### src/cfg_cmd_pkg.sv
// Purpose: shared constants for the output configuration command link
// Assumes: 125 MHz pclk, 16-bit command words
// Notes:   command codes, reset values, scaling and host register map
package cfg_cmd_pkg;
  // ****************************************
  // command codes and widths
  // ****************************************
  localparam logic [7:0]  CMD_MARGIN_SLEW   = 8'h27;
  localparam logic [7:0]  CMD_LOAD_LINE     = 8'h28;
  localparam logic [7:0]  CMD_SW_FREQ       = 8'h33;
  localparam logic [7:0]  CMD_PHASE_POS     = 8'h37;
  localparam logic [7:0]  CMD_OV_THRESHOLD  = 8'h40;
  localparam int          CODE_W            = 8;
  localparam int          WORD_W            = 16;

  // ****************************************
  // reset values and field layout
  // ****************************************
  localparam logic [15:0] SLEW_RESET        = 16'hBA00;
  localparam logic [15:0] LOAD_LINE_RESET   = 16'h0000;
  localparam logic [15:0] SLEW_FASTEST      = 16'h7FFF;
  localparam int          EXP_MSB           = 15;
  localparam int          EXP_LSB           = 11;
  localparam int          MANT_MSB          = 10;
  localparam int          POS_MSB           = 3;
  localparam logic [4:0]  POS_ZERO_AS       = 5'h10;
  localparam logic [1:0]  STRAP_LOAD_CNT    = 2'h2;

  // ****************************************
  // scaling
  // ****************************************
  // 8.192 lsb/us per V/ms, as 8389/1024, with 8 fraction bits
  localparam logic [13:0] SLEW_SCALE        = 14'h20C5;
  localparam int          SLEW_SHIFT        = 2;
  // mV/A * mA -> 2^-13 V lsb, as 8590/2^20
  localparam logic [14:0] DROOP_SCALE       = 15'h218E;
  localparam int          DROOP_SHIFT       = 20;
  localparam logic [15:0] FREF_KHZ          = 16'h3E80;
  localparam logic [6:0]  DIV_MIN           = 7'h0C;
  localparam logic [6:0]  DIV_MAX           = 7'h50;
  // 1.15 as 2355/2048
  localparam logic [11:0] OV_NUM            = 12'h933;
  localparam int          OV_SHIFT          = 11;
  localparam int          CLK_MHZ           = 125;
  localparam int          TICK_NS           = 1000;
  localparam int          TICK_CYC          = (TICK_NS * CLK_MHZ + 999) / 1000;

  // ****************************************
  // host register map (apb byte addresses)
  // ****************************************
  localparam logic [7:0]  HOST_CMD          = 8'h00;
  localparam logic [7:0]  HOST_WDATA        = 8'h04;
  localparam logic [7:0]  HOST_STATUS       = 8'h08;
  localparam logic [7:0]  HOST_RDATA        = 8'h0C;
  localparam int          CMD_WRITE_BIT     = 8;
  localparam int          ST_BUSY           = 0;
  localparam int          ST_DONE           = 1;
  localparam int          ST_UNSUPPORTED    = 2;
  localparam int          ST_REFUSED        = 3;
  localparam int          ST_OUTPUT_ON      = 4;
endpackage : cfg_cmd_pkg

### src/cfg_cmd_if.sv
// Purpose: command link between host controller and configuration registers
// Assumes: one clock, request held until acknowledged
// Notes:   ack is a one-cycle pulse; write takes effect at the ack edge
`timescale 1ns/100ps
interface cfg_cmd_if (
  input wire logic pclk,
  input wire logic presetn
);
  logic        req;
  logic        req_write;
  logic [7:0]  req_code;
  logic [15:0] req_wdata;
  logic        ack;
  logic        ack_unsupported;
  logic [15:0] ack_rdata;
  logic        output_on;

  modport device (
    input  req,
    input  req_write,
    input  req_code,
    input  req_wdata,
    output ack,
    output ack_unsupported,
    output ack_rdata,
    output output_on
  );

  modport host (
    output req,
    output req_write,
    output req_code,
    output req_wdata,
    input  ack,
    input  ack_unsupported,
    input  ack_rdata,
    input  output_on
  );
endinterface : cfg_cmd_if

### src/cfg_cmd_regs.sv
// Purpose: output configuration command registers and the settings they steer
// Assumes: straps are static pins; vout/iout inputs come from pclk logic
// Notes:   vout words are 2^-13 V lsb; iout in signed mA
`timescale 1ns/100ps
module cfg_cmd_regs (
  input  wire logic        pclk,
  input  wire logic        presetn,
  cfg_cmd_if.device        link,
  input  wire logic [15:0] strap_freq_word,
  input  wire logic [6:0]  strap_address,
  input  wire logic [15:0] strap_vout_word,
  input  wire logic        output_enable,
  input  wire logic        output_ramping,
  input  wire logic [1:0]  margin_select,
  input  wire logic [15:0] vout_nominal,
  input  wire logic [15:0] vout_margin_high,
  input  wire logic [15:0] vout_margin_low,
  input  wire logic [15:0] iout_ma,
  input  wire logic        share_group,
  input  wire logic [3:0]  auto_position,
  output logic      [15:0] vout_setpoint,
  output logic      [6:0]  freq_divisor,
  output logic      [4:0]  phase_position_eff,
  output logic      [6:0]  phase_delay_ticks,
  output logic      [15:0] ov_threshold
);
  // ****************************************
  // strap synchronisers and load
  // ****************************************
  logic [38:0] strap_s1_q;
  logic [38:0] strap_s2_q;
  logic [1:0]  load_cnt_q;
  logic        loaded_q;
  logic        strap_load;

  always_ff @(posedge pclk or negedge presetn) begin
    if (!presetn) begin
      strap_s1_q <= '0;
      strap_s2_q <= '0;
    end else begin
      strap_s1_q <= {strap_freq_word, strap_address, strap_vout_word};
      strap_s2_q <= strap_s1_q;
    end
  end

  always_ff @(posedge pclk or negedge presetn) begin
    if (!presetn) begin
      load_cnt_q <= '0;
      loaded_q   <= 1'b0;
    end else if (!loaded_q) begin
      load_cnt_q <= load_cnt_q + 2'h1;
      loaded_q   <= (load_cnt_q == cfg_cmd_pkg::STRAP_LOAD_CNT);
    end
  end
  assign strap_load = !loaded_q && (load_cnt_q == cfg_cmd_pkg::STRAP_LOAD_CNT);

  // ****************************************
  // command handling
  // ****************************************
  logic [15:0] slew_q;
  logic [15:0] droop_q;
  logic [15:0] freq_q;
  logic [15:0] pos_q;
  logic [15:0] ov_q;
  logic        ack_q;
  logic        unsup_q;
  logic [15:0] rdata_q;
  logic        on_q;
  logic        take;
  logic        wr;
  logic [27:0] ov_prod;

  assign take    = link.req && !ack_q && loaded_q;
  assign wr      = take && link.req_write;
  assign ov_prod = 28'(strap_s2_q[15:0]) * 28'(cfg_cmd_pkg::OV_NUM);

  always_ff @(posedge pclk or negedge presetn) begin
    if (!presetn) begin
      slew_q  <= cfg_cmd_pkg::SLEW_RESET;
      droop_q <= cfg_cmd_pkg::LOAD_LINE_RESET;
      freq_q  <= '0;
      pos_q   <= '0;
      ov_q    <= '0;
    end else if (strap_load) begin
      freq_q <= strap_s2_q[38:23];
      pos_q  <= {12'h000, strap_s2_q[19:16]};
      ov_q   <= ov_prod[cfg_cmd_pkg::OV_SHIFT +: 16];
    end else if (wr) begin
      unique case (link.req_code)
        cfg_cmd_pkg::CMD_MARGIN_SLEW:  slew_q  <= link.req_wdata;
        cfg_cmd_pkg::CMD_LOAD_LINE:    droop_q <= link.req_wdata;
        cfg_cmd_pkg::CMD_SW_FREQ:      freq_q  <= link.req_wdata;
        cfg_cmd_pkg::CMD_PHASE_POS:    pos_q   <= {12'h000, link.req_wdata[cfg_cmd_pkg::POS_MSB:0]};
        cfg_cmd_pkg::CMD_OV_THRESHOLD: ov_q    <= link.req_wdata;
        default:                       ;
      endcase
    end
  end

  always_ff @(posedge pclk or negedge presetn) begin
    if (!presetn) begin
      ack_q   <= 1'b0;
      unsup_q <= 1'b0;
      rdata_q <= '0;
      on_q    <= 1'b0;
    end else begin
      ack_q <= take;
      on_q  <= output_enable;
      if (take) begin
        unsup_q <= 1'b0;
        unique case (link.req_code)
          cfg_cmd_pkg::CMD_MARGIN_SLEW:  rdata_q <= slew_q;
          cfg_cmd_pkg::CMD_LOAD_LINE:    rdata_q <= droop_q;
          cfg_cmd_pkg::CMD_SW_FREQ:      rdata_q <= freq_q;
          cfg_cmd_pkg::CMD_PHASE_POS:    rdata_q <= pos_q;
          cfg_cmd_pkg::CMD_OV_THRESHOLD: rdata_q <= ov_q;
          default: begin
            rdata_q <= '0;
            unsup_q <= 1'b1;
          end
        endcase
      end
    end
  end
  assign link.ack             = ack_q;
  assign link.ack_unsupported = unsup_q;
  assign link.ack_rdata       = rdata_q;
  assign link.output_on       = on_q;

  // ****************************************
  // margin slew
  // ****************************************
  // exponent/mantissa rate to step
  function automatic logic [23:0] slew_step(input logic [15:0] w);
    logic signed [4:0]  n;
    logic signed [10:0] y;
    logic        [39:0] p;
    int                 sh;
    n  = w[cfg_cmd_pkg::EXP_MSB:cfg_cmd_pkg::EXP_LSB];
    y  = w[cfg_cmd_pkg::MANT_MSB:0];
    p  = 40'(y[9:0]) * 40'(cfg_cmd_pkg::SLEW_SCALE);
    sh = cfg_cmd_pkg::SLEW_SHIFT - int'(n);
    if (y <= 0) begin
      p = '0;
    end else if (sh >= 0) begin
      p = p >> sh;
    end else begin
      p = p << (-sh);
    end
    if (p > 40'h0000FFFFFF) begin
      p = 40'h0000FFFFFF;
    end
    if (p == '0 && y > 0) begin
      p = 40'h1;
    end
    return p[23:0];
  endfunction : slew_step

  logic [23:0] target_q;
  logic [6:0]  tick_cnt_q;
  logic        tick;
  logic [23:0] goal;
  logic [23:0] step;
  logic        jump;

  assign tick = (tick_cnt_q == 7'(cfg_cmd_pkg::TICK_CYC - 1));
  always_ff @(posedge pclk or negedge presetn) begin
    if (!presetn) begin
      tick_cnt_q <= '0;
    end else begin
      tick_cnt_q <= tick ? 7'h00 : tick_cnt_q + 7'h01;
    end
  end

  always_comb begin
    unique case (margin_select)
      2'h1:    goal = {vout_margin_low, 8'h00};
      2'h2:    goal = {vout_margin_high, 8'h00};
      default: goal = {vout_nominal, 8'h00};
    endcase
  end
  assign step = slew_step(slew_q);
  // fastest code, bad rate, output disabled or output ramping jumps
  assign jump = (slew_q == cfg_cmd_pkg::SLEW_FASTEST) || (step == '0) || !output_enable || output_ramping;

  always_ff @(posedge pclk or negedge presetn) begin
    if (!presetn) begin
      target_q <= '0;
    end else if (jump) begin
      target_q <= goal;
    end else if (tick) begin
      if (goal > target_q) begin
        target_q <= (goal - target_q > step) ? target_q + step : goal;
      end else if (goal < target_q) begin
        target_q <= (target_q - goal > step) ? target_q - step : goal;
      end
    end
  end

  // ****************************************
  // droop
  // ****************************************
  logic signed [4:0]  dr_n;
  logic signed [10:0] dr_y;
  logic signed [43:0] dr_p;
  logic signed [43:0] dr_off;
  logic signed [43:0] sp;
  logic        [15:0] sp_q;
  int                 dr_sh;

  always_comb begin
    dr_n  = droop_q[cfg_cmd_pkg::EXP_MSB:cfg_cmd_pkg::EXP_LSB];
    dr_y  = droop_q[cfg_cmd_pkg::MANT_MSB:0];
    dr_p  = 44'(dr_y) * 44'(signed'(iout_ma)) * 44'(signed'({1'b0, cfg_cmd_pkg::DROOP_SCALE}));
    dr_sh = cfg_cmd_pkg::DROOP_SHIFT - int'(dr_n);
    dr_off = dr_p >>> dr_sh;
    sp = 44'(signed'({1'b0, target_q[23:8]})) - dr_off;
  end

  always_ff @(posedge pclk or negedge presetn) begin
    if (!presetn) begin
      sp_q <= '0;
    end else if (sp < 0) begin
      sp_q <= '0;
    end else if (sp > 44'sh0FFFF) begin
      sp_q <= 16'hFFFF;
    end else begin
      sp_q <= sp[15:0];
    end
  end
  assign vout_setpoint = sp_q;

  // ****************************************
  // switching frequency divisor
  // ****************************************
  logic signed [4:0]  fq_n;
  logic signed [10:0] fq_y;
  logic        [31:0] fq_wide;
  logic        [15:0] fq_khz;
  logic        [6:0]  div_q;
  logic        [6:0]  srch_q;
  logic               searching_q;
  logic        [22:0] div_prod;

  always_comb begin
    fq_n = freq_q[cfg_cmd_pkg::EXP_MSB:cfg_cmd_pkg::EXP_LSB];
    fq_y = freq_q[cfg_cmd_pkg::MANT_MSB:0];
    if (fq_y <= 0) begin
      fq_wide = '0;
    end else if (fq_n >= 0) begin
      fq_wide = 32'(fq_y[9:0]) << fq_n;
    end else begin
      fq_wide = 32'(fq_y[9:0]) >> (-fq_n);
    end
    fq_khz = (fq_wide > 32'h0000FFFF) ? 16'hFFFF : fq_wide[15:0];
  end
  assign div_prod = 23'(srch_q) * 23'(fq_khz);

  // smallest n in range with fref/n <= f
  always_ff @(posedge pclk or negedge presetn) begin
    if (!presetn) begin
      srch_q      <= cfg_cmd_pkg::DIV_MIN;
      searching_q <= 1'b0;
      div_q       <= cfg_cmd_pkg::DIV_MAX;
    end else if (strap_load || (wr && link.req_code == cfg_cmd_pkg::CMD_SW_FREQ)) begin
      srch_q      <= cfg_cmd_pkg::DIV_MIN;
      searching_q <= 1'b1;
    end else if (searching_q) begin
      if (div_prod >= 23'(cfg_cmd_pkg::FREF_KHZ) || srch_q == cfg_cmd_pkg::DIV_MAX) begin
        div_q       <= srch_q;
        searching_q <= 1'b0;
      end else begin
        srch_q <= srch_q + 7'h01;
      end
    end
  end
  assign freq_divisor = div_q;

  // ****************************************
  // interleave position
  // ****************************************
  logic [4:0]  pos_eff_q;
  logic [6:0]  delay_q;
  logic [3:0]  pos_src;
  logic [4:0]  pos_eff;
  logic [11:0] delay_prod;

  assign pos_src    = share_group ? auto_position : pos_q[cfg_cmd_pkg::POS_MSB:0];
  assign pos_eff    = (pos_src == 4'h0) ? cfg_cmd_pkg::POS_ZERO_AS : {1'b0, pos_src};
  assign delay_prod = 12'(pos_eff) * 12'(div_q);

  always_ff @(posedge pclk or negedge presetn) begin
    if (!presetn) begin
      pos_eff_q <= cfg_cmd_pkg::POS_ZERO_AS;
      delay_q   <= '0;
    end else begin
      pos_eff_q <= pos_eff;
      delay_q   <= delay_prod[10:4];
    end
  end
  assign phase_position_eff = pos_eff_q;
  assign phase_delay_ticks  = delay_q;

  assign ov_threshold = ov_q;
endmodule : cfg_cmd_regs

### src/flat_wrapper.sv
// flat-port wrapper written by rule: the top's interface ports become plain ports
module cfg_cmd_regs_flat 
  (pclk, presetn, strap_freq_word, strap_address, strap_vout_word, output_enable, output_ramping, margin_select, vout_nominal, vout_margin_high, vout_margin_low, iout_ma, share_group, auto_position, vout_setpoint, freq_divisor, phase_position_eff, phase_delay_ticks, ov_threshold, link_req, link_req_write, link_req_code, link_req_wdata, link_ack, link_ack_unsupported, link_ack_rdata, link_output_on);
  cfg_cmd_if link_i (.pclk(pclk), .presetn(presetn));
  input  wire logic pclk;
  input  wire logic presetn;
  input  wire logic [15:0] strap_freq_word;
  input  wire logic [6:0] strap_address;
  input  wire logic [15:0] strap_vout_word;
  input  wire logic output_enable;
  input  wire logic output_ramping;
  input  wire logic [1:0] margin_select;
  input  wire logic [15:0] vout_nominal;
  input  wire logic [15:0] vout_margin_high;
  input  wire logic [15:0] vout_margin_low;
  input  wire logic [15:0] iout_ma;
  input  wire logic share_group;
  input  wire logic [3:0] auto_position;
  output logic      [15:0] vout_setpoint;
  output logic      [6:0] freq_divisor;
  output logic      [4:0] phase_position_eff;
  output logic      [6:0] phase_delay_ticks;
  output logic      [15:0] ov_threshold;
  input wire logic [$bits(link_i.req)-1:0] link_req;
  input wire logic [$bits(link_i.req_write)-1:0] link_req_write;
  input wire logic [$bits(link_i.req_code)-1:0] link_req_code;
  input wire logic [$bits(link_i.req_wdata)-1:0] link_req_wdata;
  output wire logic [$bits(link_i.ack)-1:0] link_ack;
  output wire logic [$bits(link_i.ack_unsupported)-1:0] link_ack_unsupported;
  output wire logic [$bits(link_i.ack_rdata)-1:0] link_ack_rdata;
  output wire logic [$bits(link_i.output_on)-1:0] link_output_on;
  assign link_i.req = link_req;
  assign link_i.req_write = link_req_write;
  assign link_i.req_code = link_req_code;
  assign link_i.req_wdata = link_req_wdata;
  assign link_ack = link_i.ack;
  assign link_ack_unsupported = link_i.ack_unsupported;
  assign link_ack_rdata = link_i.ack_rdata;
  assign link_output_on = link_i.output_on;
  cfg_cmd_regs u_core (.pclk(pclk), .presetn(presetn), .link(link_i), .strap_freq_word(strap_freq_word), .strap_address(strap_address), .strap_vout_word(strap_vout_word), .output_enable(output_enable), .output_ramping(output_ramping), .margin_select(margin_select), .vout_nominal(vout_nominal), .vout_margin_high(vout_margin_high), .vout_margin_low(vout_margin_low), .iout_ma(iout_ma), .share_group(share_group), .auto_position(auto_position), .vout_setpoint(vout_setpoint), .freq_divisor(freq_divisor), .phase_position_eff(phase_position_eff), .phase_delay_ticks(phase_delay_ticks), .ov_threshold(ov_threshold));
endmodule
### config.mk
export PLATFORM = sky130hd
export DESIGN_NAME = cfg_cmd_regs_flat
export DESIGN_NICKNAME = d
export VERILOG_FILES = /design/src/cfg_cmd_pkg.sv /design/src/cfg_cmd_if.sv /design/src/cfg_cmd_regs.sv /design/src/flat_wrapper.sv
export SDC_FILE = /design/constraint.sdc
export NUM_CORES = 2
export LEC_CHECK = 0
export BUFFER_PORTS_ARGS = -buffer_cell sky130_fd_sc_hd__buf_2
export CORE_MARGIN = 3
export CORE_UTILIZATION = 60
export DETAILED_ROUTE_END_ITERATION = 8
export PLACE_DENSITY_LB_ADDON = 0.12
export SLEW_MARGIN = 0
export SYNTH_ARGS = -nofsm -noshare
export SYNTH_HDL_FRONTEND = slang
export SYNTH_SLANG_ARGS = --single-unit
### constraint.sdc
create_clock -name pclk -period 38.3 [get_ports pclk]
set_input_delay 3.83 -clock pclk [delete_from_list [all_inputs] [get_ports pclk]]
set_output_delay 3.83 -clock pclk [all_outputs]
set_load 0.01 [all_outputs]
==> results.md <==
* Synth area leaders: fa_1, ha_1, dfrtp_1, inv_1, nand2_1
* # hold bufs at CTS at 0
* Final Cycle Share at 53.51%
* R2r startpoint: u_core.droop_q[3]
* R2R depth at 67
* Rows at 100
* Port bufs at 206
* Total iterations of the first detailed-routing run at 8
* WP data required at 38.71 ns
* Final hold vios at 0
* Total Routed Length at 134.3 mm
* Clock tree from TritonCTS: yes
* Total track usage at 33.61%
* Worst EP arrival at 20.91 ns
* Slowest Stage Delay on Critical Path at 0.79 ns
* WL per Instance at 20.48 microns
* Area leader, netlist: fa_1
* Hold Path Depth at 0
* DP Worst Slack at 17.46 ns
* Clock sinks at 236
* Post-synthesis cell type count at 109
* Leading register cell type out of synthesis: dfrtp_1
* Syn avg cell area at 8.249 sq um
* Vias in the first global route at 40,020
* Worst Hold Path EP: u_core.strap_s2_q[29]
* Cell area after synthesis at 45,750 sq um
* CTS buffer count at 29
* Clk_lat worst skew at 0.61 ns
* Area delta synth->final at 5.913%
* Via density per instance at 6.273
* HPWL Detailed at 107.0 mm
* CP Launch Type: input pin
* Slew Limit Fails at 0
* Detail Route Antenna Nets at 0
* Number of gates resized after cts at 0
* Die area at 79,600 sq um
* Layout cell share with drive strength beyond 1 at 8.642%
* Setup Fix Bufs, Post-CTS at 0
* Worst hold margin at 0.3460 ns
* Post-synth EDFFs at 0
* Setup CP Type: input pin to flip-flop
* Area share of the largest cell type after synthesis at 17.68%
* Chip Width at 282.1 microns
* Slowest CP cell: a2111oi_4
* Global route overflow at 0
* Final min period at 20.49 ns
* Clk buf depth at 3
* Setup TNS at 0 ns
* Core area at 74,950 sq um
* Mapped Cells at 5,546
* Synth warn at 0
* Final worst slack at 17.81 ns
* Filler Cell Count at 6,575
* Nets@finish at 6,677
* Die Ht at 282.1 microns
* Root Buffer: clkbuf_16
* Min-delay src: u_core.strap_s1_q[29]
* Sequential share of the synthesized area at 12.94%
* Async SR Flop Fraction at 100.0%
* Initial antenna violation count at 4
* Clock-pin slew on the worst setup and hold paths at 0.06 ns
* Initial Util at 61.05%
* HP Class: flip-flop to flip-flop
* Worst Skew at 0.01879 ns
* RSZ-0062 raised after global routing: no
* Routability cong. at 1.014
* Max_slew headroom at 8.932%
* Post-synthesis register bit count at 236
* Critical-path maximum fanout at 16
* # IOs at 210
* Kind of end point of the critical path: flip-flop
* Worst-Margin Slew at 1.332 ns
* R2R Setup Slk at 20.46 ns
* H-tree levels at 1
* Final setup violating endpoints at 0
* Fmax at 0.04880 GHz
* DR iter-0 viols at 3,750
* RR Endpoint: u_core.vout_setpoint[4]
* Status: completed
* Max Cap Viol at 0
* Syn_nets at 6,657
* Largest net degree at the start of global routing at 160
* Routed via count at 41,152
* First-pass GRT wire length at 216.0 mm
* Drt drc at 0
## kinds of logic after synthesis
group,after synthesis,synth area share (%)
buf+inv,981,8.125
mux,220,5.642
fa+ha+maj,971,33.18
xor+xnor,211,4.097
flops,236,12.94
compound gates,1300,19.18
simple gates,1627,16.84
## critical path, delay by kind of cell
family | cells | cell delay, ns
AOI/OAI and AO/OA | 32 | 7.59
xor gates and xnor gates | 1 | 0.42
and+or+nand+nor | 10 | 2.25
adders and majority gates | 13 | 5.86
muxes | 1 | 0.32
buffers and inverters | 9 | 0.61
## cells in the mapped netlist (93+ instances only)
master and n:
a21o_1 93, nor2_1 377, ha_1 567, nor3_1 123
dfrtp_1 226, o21ai_0 254, fa_1 404, and2_1 158
xnor2_1 148, mux2i_1 133, nand2_1 571, nand3_1 106
a21oi_1 300, inv_1 713, clkbuf_1 216
## per-stage QoR
| step | cell area [sq um] | utilization [%] | std cells |
|---|---|---|---|
| 2_1_floorplan | 45750 | - | 5546 |
| 3_3_place_gp | 47450 | 63.31 | 6504 |
| 3_5_place_dp | 47450 | 63.31 | 6504 |
| 4_1_cts | 48450 | 64.65 | 6558 |
| 5_1_grt | 48450 | 64.65 | 6558 |
| 6_report | 48460 | 64.65 | 6560 |
## worst max path at each step
stage / from / slack, ns / end / depth (start not counted)
after global routing: iout_ma[0] / 16.41 / u_core.vout_setpoint[0] / 68
after detailed placement: iout_ma[1] / 17.46 / u_core.vout_setpoint[0] / 66
after floorplan: iout_ma[5] / 19.05 / u_core.vout_setpoint[10] / 64
after CTS: iout_ma[1] / 18.05 / u_core.vout_setpoint[0] / 66
final: iout_ma[1] / 17.81 / u_core.vout_setpoint[4] / 66
after global placement: iout_ma[1] / 17.69 / u_core.vout_setpoint[0] / 66
## area by class of cell
cell class,count,area (sq um),share of cell area [%]
diodes,2,5.005,0.01033
well taps,969,1212,2.502
flip-flops and latches,236,5918,12.21
clock inverters,17,206.4,0.4260
inverters,718,2695,5.562
repair buffers,252,1399,2.887
multi-input cells,4329,36220,74.76
clock buffers,37,795.8,1.642
## registers in the layout, indices dropped and copies added, names as in the netlist, 16 cells and up
register               flops
u_core.strap_s2_q         36
u_core.freq_q             16
u_core.droop_q            16
u_core.target_q           24
u_core.strap_s1_q         36
u_core.link.ack_rdata     16
u_core.slew_q             16
u_core.vout_setpoint      16
u_core.ov_threshold       16
## cell usage in the layout, fill, tap and decap left out, types with 120 or more instances in the layout
cell type / count
inv_1: 713
fa_1: 404
o21ai_0: 253
mux2i_1: 133
and2_1: 158
xnor2_1: 143
nand2_1: 571
nor2_1: 377
ha_1: 565
dfrtp_1: 226
a21oi_1: 300
nor3_1: 120
buf_2: 205
## metal layers
layer	up-vias	track usage, %	wire length, microns
met5	-	0	20
met4	2	10.47	4700
met3	307	4.812	10950
met2	1742	53.36	59710
met1	19896	47.72	58950
li1	19205	-	-
Power is not shown: default switching activity piles up to over one toggle a cycle in this logic, so the estimate is an artifact.
